<file path="src/logic/spc_defines.vh">
// Purpose: Constants for the sample clock PLL control block.
// Assumes: APB byte addresses are four times the printed register index.
// Notes: Timing counts derive from the 250 MHz bus clock.
`ifndef SPC_DEFINES_VH
`define SPC_DEFINES_VH
`define SPC_IDX_CTRL_ONE 8'h00
`define SPC_IDX_CTRL_THREE 8'h02
`define SPC_IDX_CTRL_FOUR 8'h03
`define SPC_IDX_LOCK_STAT 8'h1B
`define SPC_IDX_IRQ_STAT 8'h20
`define SPC_IDX_IRQ_MASK 8'h21
`define SPC_BIT_VCO_CAL 24
`define SPC_BIT_DAC_CAL 24
`define SPC_BIT_LOCK 24
`define SPC_BIT_PLL_EN 18
`define SPC_BIT_MAN_CP 6
`define SPC_FB_DIV_MSB 15
`define SPC_FB_DIV_LSB 8
`define SPC_CP_MSB 5
`define SPC_CP_LSB 3
`define SPC_FB_DIV_MIN 8'h0A
`define SPC_CP_DEFAULT 3'h3
`define SPC_FB_DIV_RESET 8'h19
`define SPC_DAC_CAL_PERIODS 469632
`define SPC_VCO_CAL_CYCLES 1024
`define SPC_LOCK_DELAY_CYCLES 256
`endif

</file>
<file path="src/logic/spc_top.v">
// Purpose: Sample clock PLL control: path select, divider, calibration sequencing, lock status.
// Assumes: APB slave on pclk; analog PLL modelled by calibration and lock timers.
// Notes: Interrupt status clears on read; irq is the OR of unmasked status bits.
`include "spc_defines.vh"
`timescale 1ns/100ps
`default_nettype none
module spc_top #(
  parameter DAC_CAL_CYCLES = `SPC_DAC_CAL_PERIODS,
  parameter VCO_CAL_CYCLES = `SPC_VCO_CAL_CYCLES,
  parameter LOCK_CYCLES = `SPC_LOCK_DELAY_CYCLES
) (
  // Clock and reset.
  input wire pclk,
  input wire presetn,
  // APB slave.
  input wire psel,
  input wire penable,
  input wire pwrite,
  input wire [11:0] paddr,
  input wire [31:0] pwdata,
  output reg [31:0] prdata,
  output reg pready,
  output reg pslverr,
  // Reference clock stable indication from the pin.
  input wire ref_clk_valid,
  // Clock control outputs.
  output reg pll_path_sel,
  output reg [8:0] pll_multiplier,
  output reg [2:0] charge_pump_current_code,
  output reg vco_cal_busy,
  output reg dac_cal_busy,
  output reg irq
);
  // ==========================================================================
  // Registers and decode.
  // ==========================================================================
  reg [31:0] function_control_one;
  reg [31:0] function_control_three;
  reg [31:0] function_control_four;
  reg [2:0] irq_stat;
  reg [2:0] irq_mask;
  reg ref_meta;
  reg ref_sync;
  reg vco_en_d;
  reg dac_en_d;
  reg [2:0] auto_cp;
  reg [31:0] vco_cnt;
  reg [31:0] dac_cnt;
  reg [31:0] lock_cnt;
  reg locked;
  wire [9:0] idx;
  wire acc;
  wire wr;
  wire rd;
  wire mapped;
  wire vco_start;
  wire dac_start;
  wire vco_done;
  wire dac_done;
  wire lock_rise;
  wire stat_rd;
  wire [7:0] fb_div;
  wire [7:0] wr_div;
  reg [31:0] next_rdata;

  assign idx = paddr[11:2];
  assign acc = psel & penable & ~pready;
  assign wr = acc & pwrite;
  assign rd = acc & ~pwrite;
  assign mapped = (idx == {2'h0, `SPC_IDX_CTRL_ONE}) || (idx == {2'h0, `SPC_IDX_CTRL_THREE}) ||
                  (idx == {2'h0, `SPC_IDX_CTRL_FOUR}) || (idx == {2'h0, `SPC_IDX_LOCK_STAT}) ||
                  (idx == {2'h0, `SPC_IDX_IRQ_STAT}) || (idx == {2'h0, `SPC_IDX_IRQ_MASK});
  assign fb_div = function_control_three[`SPC_FB_DIV_MSB:`SPC_FB_DIV_LSB];
  assign wr_div = pwdata[`SPC_FB_DIV_MSB:`SPC_FB_DIV_LSB];
  assign vco_start = function_control_one[`SPC_BIT_VCO_CAL] & ~vco_en_d & ref_sync;
  assign dac_start = function_control_four[`SPC_BIT_DAC_CAL] & ~dac_en_d;
  assign vco_done = vco_cal_busy && (vco_cnt == 32'h0000_0001);
  assign dac_done = dac_cal_busy && (dac_cnt == 32'h0000_0001);
  assign lock_rise = pll_path_sel && !locked && !vco_cal_busy && !vco_start && (lock_cnt == 32'h0000_0001);
  assign stat_rd = rd && (idx == {2'h0, `SPC_IDX_IRQ_STAT});

  // ==========================================================================
  // APB access and configuration registers.
  // ==========================================================================
  always @(posedge pclk or negedge presetn) begin
    if (!presetn) begin
      function_control_one <= 32'h0000_0000;
      function_control_three <= {16'h0000, `SPC_FB_DIV_RESET, 2'h0, `SPC_CP_DEFAULT, 3'h0};
      function_control_four <= 32'h0000_0000;
      irq_mask <= 3'h0;
      pready <= 1'b0;
      pslverr <= 1'b0;
      prdata <= 32'h0000_0000;
    end else begin
      pready <= acc;
      pslverr <= acc & ~mapped;
      if (rd) begin
        prdata <= next_rdata;
      end
      if (wr) begin
        case (idx)
          {2'h0, `SPC_IDX_CTRL_ONE}: begin
            function_control_one <= pwdata;
          end
          {2'h0, `SPC_IDX_CTRL_THREE}: begin
            function_control_three <= pwdata;
            if (wr_div < `SPC_FB_DIV_MIN) begin
              function_control_three[`SPC_FB_DIV_MSB:`SPC_FB_DIV_LSB] <= `SPC_FB_DIV_MIN;
            end
          end
          {2'h0, `SPC_IDX_CTRL_FOUR}: begin
            function_control_four <= pwdata;
          end
          {2'h0, `SPC_IDX_IRQ_MASK}: begin
            irq_mask <= pwdata[2:0];
          end
          default: begin
          end
        endcase
      end
    end
  end

  always @* begin
    next_rdata = 32'h0000_0000;
    case (idx)
      {2'h0, `SPC_IDX_CTRL_ONE}: begin
        next_rdata = function_control_one;
      end
      {2'h0, `SPC_IDX_CTRL_THREE}: begin
        next_rdata = function_control_three;
      end
      {2'h0, `SPC_IDX_CTRL_FOUR}: begin
        next_rdata = function_control_four;
      end
      {2'h0, `SPC_IDX_LOCK_STAT}: begin
        next_rdata[`SPC_BIT_LOCK] = locked & pll_path_sel;
        next_rdata[1] = dac_cal_busy;
        next_rdata[0] = vco_cal_busy;
      end
      {2'h0, `SPC_IDX_IRQ_STAT}: begin
        next_rdata[2:0] = irq_stat;
      end
      {2'h0, `SPC_IDX_IRQ_MASK}: begin
        next_rdata[2:0] = irq_mask;
      end
      default: begin
      end
    endcase
  end

  // ==========================================================================
  // PLL path, multiplier and charge pump selection.
  // ==========================================================================
  always @(posedge pclk or negedge presetn) begin
    if (!presetn) begin
      pll_path_sel <= 1'b0;
      pll_multiplier <= 9'h000;
      charge_pump_current_code <= `SPC_CP_DEFAULT;
      auto_cp <= `SPC_CP_DEFAULT;
      ref_meta <= 1'b0;
      ref_sync <= 1'b0;
    end else begin
      ref_meta <= ref_clk_valid;
      ref_sync <= ref_meta;
      pll_path_sel <= function_control_three[`SPC_BIT_PLL_EN];
      pll_multiplier <= {fb_div, 1'b0};
      if (vco_start) begin
        // Calibration picks a current from the divider range.
        if (fb_div < 8'h10) auto_cp <= 3'h0;
        else if (fb_div < 8'h18) auto_cp <= 3'h1;
        else if (fb_div < 8'h24) auto_cp <= 3'h2;
        else if (fb_div < 8'h2C) auto_cp <= 3'h3;
        else if (fb_div < 8'h38) auto_cp <= 3'h4;
        else if (fb_div < 8'h40) auto_cp <= 3'h5;
        else if (fb_div < 8'h50) auto_cp <= 3'h6;
        else auto_cp <= 3'h7;
      end
      if (function_control_three[`SPC_BIT_MAN_CP]) begin
        charge_pump_current_code <= function_control_three[`SPC_CP_MSB:`SPC_CP_LSB];
      end else begin
        charge_pump_current_code <= auto_cp;
      end
    end
  end

  // ==========================================================================
  // VCO and DAC calibration timers and lock.
  // ==========================================================================
  always @(posedge pclk or negedge presetn) begin
    if (!presetn) begin
      vco_en_d <= 1'b0;
      dac_en_d <= 1'b0;
      vco_cal_busy <= 1'b0;
      dac_cal_busy <= 1'b0;
      vco_cnt <= 32'h0000_0000;
      dac_cnt <= 32'h0000_0000;
      lock_cnt <= 32'h0000_0000;
      locked <= 1'b0;
    end else begin
      vco_en_d <= function_control_one[`SPC_BIT_VCO_CAL] & (vco_en_d | ref_sync);
      dac_en_d <= function_control_four[`SPC_BIT_DAC_CAL];
      if (vco_start) begin
        vco_cal_busy <= 1'b1;
        vco_cnt <= VCO_CAL_CYCLES;
        locked <= 1'b0;
      end else if (vco_cal_busy) begin
        vco_cnt <= vco_cnt - 32'h0000_0001;
        if (vco_done) begin
          vco_cal_busy <= 1'b0;
          lock_cnt <= LOCK_CYCLES;
        end
      end else if (!pll_path_sel) begin
        locked <= 1'b0;
        lock_cnt <= 32'h0000_0000;
      end else if (lock_cnt != 32'h0000_0000) begin
        lock_cnt <= lock_cnt - 32'h0000_0001;
        if (lock_cnt == 32'h0000_0001) begin
          locked <= 1'b1;
        end
      end
      if (dac_start) begin
        dac_cal_busy <= 1'b1;
        dac_cnt <= DAC_CAL_CYCLES;
      end else if (dac_cal_busy) begin
        dac_cnt <= dac_cnt - 32'h0000_0001;
        if (dac_done) begin
          dac_cal_busy <= 1'b0;
        end
      end
    end
  end

  // ==========================================================================
  // Interrupts: bit0 VCO cal done, bit1 DAC cal done, bit2 lock gained.
  // ==========================================================================
  always @(posedge pclk or negedge presetn) begin
    if (!presetn) begin
      irq_stat <= 3'h0;
      irq <= 1'b0;
    end else begin
      irq_stat <= (irq_stat & {3{~stat_rd}}) | {lock_rise, dac_done, vco_done};
      irq <= |(irq_stat & irq_mask);
    end
  end
endmodule // spc_top
`default_nettype wire

</file>
<file path="config.mk">
export PLATFORM = sky130hd
export DESIGN_NAME = spc_top
export DESIGN_NICKNAME = d
export VERILOG_FILES = /design/src/logic/spc_top.v
export VERILOG_INCLUDE_DIRS = /design/src /design/src/logic
export SDC_FILE = /design/constraint.sdc
export NUM_CORES = 1
export LEC_CHECK = 0
export ABC_AREA = 1
export BUFFER_PORTS_ARGS = -buffer_cell sky130_fd_sc_hd__clkbuf_2
export CAP_MARGIN = 40
export CORE_MARGIN = 2
export CORE_UTILIZATION = 45
export CTS_CLUSTER_DIAMETER = 60
export CTS_CLUSTER_SIZE = 14
export DETAILED_ROUTE_END_ITERATION = 16
export GPL_TIMING_DRIVEN = 0
export PLACE_DENSITY = 0.74
export SLEW_MARGIN = 5
export SYNTH_ARGS = -nofsm -noshare
export SYNTH_HDL_FRONTEND = slang
export SYNTH_SLANG_ARGS = --single-unit
</file>
<file path="constraint.sdc">
create_clock -name pclk -period 1.9 [get_ports pclk]
set_clock_uncertainty 0.1 [all_clocks]
set_input_delay 0.475 -clock pclk [delete_from_list [all_inputs] [get_ports pclk]]
set_output_delay 0.475 -clock pclk [all_outputs]
set_load 0.005 [all_outputs]
</file>
==> results_dict.tcl <==
set metrics [dict create \
    rsz0062_at_grt "yes" \
    gp_congestion 0.882 \
    reg2reg_depth 12 \
    irDropWorstVdd_mv 0.759 \
    cp_top_family "simple AND/OR/NAND/NOR gates" \
    syn_area_per_cell_um2 7.71 \
    cts.path.max_buffers 3 \
    ys_seq_area_share_pct 50.1 \
    cpPeakStageDelay_ns 0.40 \
    violations "negative setup slack" \
    end_kind "flip-flop" \
    syn_inst 1655 \
    ys.flop_type "dfrtp_1" \
    hold_end "function_control_three[12]" \
    multi_input_area_um2 5670 \
    r2r_setup_slack_ns -0.06 \
    drtPass1Iterations 5 \
    track_usage_pct 22.8 \
    period_share_pct 103 \
    clk_latency_ns 0.53 \
    slew_headroom_pct 48.5 \
    cts_tree "done" \
    cts.htree.levels 1 \
    finalNonFillerCells 2197 \
    design.die.area_um2 29700 \
    final_util_pct 54.1 \
    startpoint_type "flip-flop" \
    die_w_um 172 \
    antenna_found_initial 0 \
    dpl-instance-area_um2 13800 \
    async_flop_share_pct 100 \
    hold_path_startpoint "pwdata[12]" \
    syn_area_um2 12800 \
    insertedDiodeCount 0 \
    final_area_um2 15100 \
    io_buffers 96 \
    cp_max_fo 6 \
    viasPerCell 5.25 \
    syn_nets 1711 \
    fillers 2495 \
    ioPinCount 100 \
    synth_cell_type_count 45 \
    tns_ns -0.913 \
    cpMaxStageDelayCell "dfrtp_1" \
    drtAntennaViolNets 0 \
    yosysWarnings 0 \
    place_inst 2131 \
    drive_gt1_share_pct 19.3 \
    gr-total-overflow 0 \
    worstSetupPathType "flip-flop to flip-flop" \
    drv_cap 0 \
    hpwl_um 23500 \
    power_density_nw_per_um2 1020 \
    fp.dieH_um 172 \
    synth-seq-cells 255 \
    coreArea_um2 27900 \
    route.detailed.drc 0 \
    ff_latch_area_um2 6400 \
    hold_class "primary input to flip-flop" \
    wl_um 33600 \
    p_leak_nw 7.70 \
    path_buf_inv 2 \
    final_max_slew_viol_count 0 \
    clockRootBuffer "clkbuf_16" \
    reg2reg_to "lock_cnt[17]" \
    wl_per_cell_um 15.3 \
    period_needed_ns 1.96 \
    grt_pass1_wl_um 54700 \
    grt_max_degree 90 \
    initial_core_util_pct 45.8 \
    worst_pin_slew_ns 0.765 \
    syn2layout_area_growth_pct 18.0 \
    r2r_start "vco_cnt[10]" \
    setup_slack_ns -0.0562 \
    dp_worst_setup_slack_ns -0.386 \
    critPathRequiredTime_ns 2.21 \
    final_nets 1857 \
    finalSetupViolations 28 \
    grt_pass1_vias 11077 \
    crit_arrival_ns 2.26 \
    vias 11525 \
    hold_viol 0 \
    row_count 61 \
    status "complete, but fails checks" \
    max_freq_mhz 511 \
    numClockSinks 255 \
    crit_top_cell "nand2_2" \
    cts_buffers 24 \
    clk_pin_slew_ns 0.07 \
    drtIter0Drc 838 \
    worstPathCellList "nor2_1 -> nand2_2 -> nor2_1 -> nand3_1 -> nor2_2 -> nand2_1 -> nand2_2 -> nand2_4 -> buf_12 -> clkbuf_16 -> nand2_2 -> o21ai_2" \
    hold_path_depth 3 \
    synth-edff-count 0 \
]
state kept, by name (all words and copies together), names as in the netlist, 3 cells and up:
register and cells:
irq_mask 3, function_control_four 32, charge_pump_current_code 3, lock_cnt 32
prdata 32, irq_stat 3, vco_cnt 32, function_control_three 32
auto_cp 3, dac_cnt 32, pll_multiplier 8, function_control_one 32
kinds of logic after synthesis:
kind of cell | share of synthesized area, %
adders and majority gates | 0.588
other | 0.0294
xor gates and xnor gates | 0.343
and+or+nand+nor | 29.7
AOI/OAI and AO/OA | 11.8
muxes | 0.0882
DFF | 50.1
buffers and inverters | 7.41
how the worst max path moves through the flow:
stage | startpoint | end | cells past startpoint | slack [ns]
2_1_floorplan | lock_cnt[0] | lock_cnt[11] | 10 | 0.08
3_3_place_gp | presetn | dac_cnt[31] | 1 | -5.02
3_5_place_dp | paddr[9] | function_control_four[22] | 10 | -0.39
4_1_cts | vco_cnt[14] | lock_cnt[7] | 12 | 0.0005
5_1_grt | vco_cnt[1] | lock_cnt[4] | 13 | -0.14
6_report | vco_cnt[10] | lock_cnt[17] | 12 | -0.06
synth_stat cells (18+ instances only):
cell | n | area [um^2]
clkbuf_1 | 35 | 131
o21ai_0 | 143 | 716
nand3_1 | 92 | 460
nand2_2 | 33 | 206
nor2_1 | 202 | 758
inv_1 | 158 | 593
o21ai_1 | 24 | 120
a21oi_1 | 45 | 225
nand4_1 | 36 | 225
dfrtp_1 | 246 | 6160
o21ai_2 | 20 | 175
nor3_1 | 18 | 90.1
nand2_1 | 487 | 1830
cell usage in the layout (no fill, tap or decap), drive strengths merged:
cell type / n
nand2: 521
dfrtp: 246
nor2: 212
o21ai: 187
clkbuf: 171
inv: 168
nand3: 94
a21oi: 45
buf: 41
nand4: 36
nor3: 21
o211ai: 10
dfstp: 9
o21a: 8
ha: 6
o21bai: 5
nor4: 4
clkinv: 4
o31ai: 3
a31oi: 3
xnor2: 3
a211oi: 2
and2: 2
xor2: 2
o22ai: 2
a21o: 2
or2: 2
bufinv: 2
dlygate4sd3: 2
nor3b: 2
mux2: 1
a41oi: 1
and3: 1
conb: 1
power breakdown:
part / leakage [nW] / internal, mW / switching (mW) / total (mW)
logic: 3.91 / 1.37 / 2.50 / 3.87
registers: 3.40 / 6.00 / 0.577 / 6.57
clock network: 0.387 / 2.83 / 2.09 / 4.92
total: 7.70 / 10.2 / 5.17 / 15.4
repair_timing:
item / in CTS / in global routing
pin swaps: 7 / 13
setup buffers: 9 / 9
hold buffers: 2 / 0
gates resized for setup: 23 / 98
hold endpoints to repair: 83 / 0
endpoints found under the setup margin: 96 / 155
cloned: 0 / 2
worst register-to-register path: cells and delay by family, from the launching register on:
kind,cells,cell delay [ns]
and+or+nand+nor,9,0.97
DFF,1,0.40
buffers and inverters,2,0.32
AOI/OAI and AO/OA,1,0.05
through the flow:
stage          power (mW)  hold slack [ns]
2_1_floorplan        9.03           0.0794
3_3_place_gp         9.83            0.284
3_5_place_dp         9.99            0.283
4_1_cts              15.1           0.0765
5_1_grt              16.3           0.0822
6_report             15.4           0.0940
per-layer routing:
metal  global-route usage, %  vias up  part of all wire (%)
met5                       0        -                     0
li1                        -     5601                     -
met4                    8.18        0                   3.0
met3                    2.77       74                   5.4
met1                    29.9     5522                    42
met2                    39.0      328                    49
area by class of cell:
class / count / area share [%]
well taps: 378 / 3.14
plain buffers: 56 / 2.28
multi-input cells: 1176 / 37.6
repair buffers: 120 / 4.97
clock buffers: 38 / 4.68
flip-flops and latches: 255 / 42.5
inverters: 168 / 4.19
clock inverters: 6 / 0.606
(Power assumes the default switching activity.)
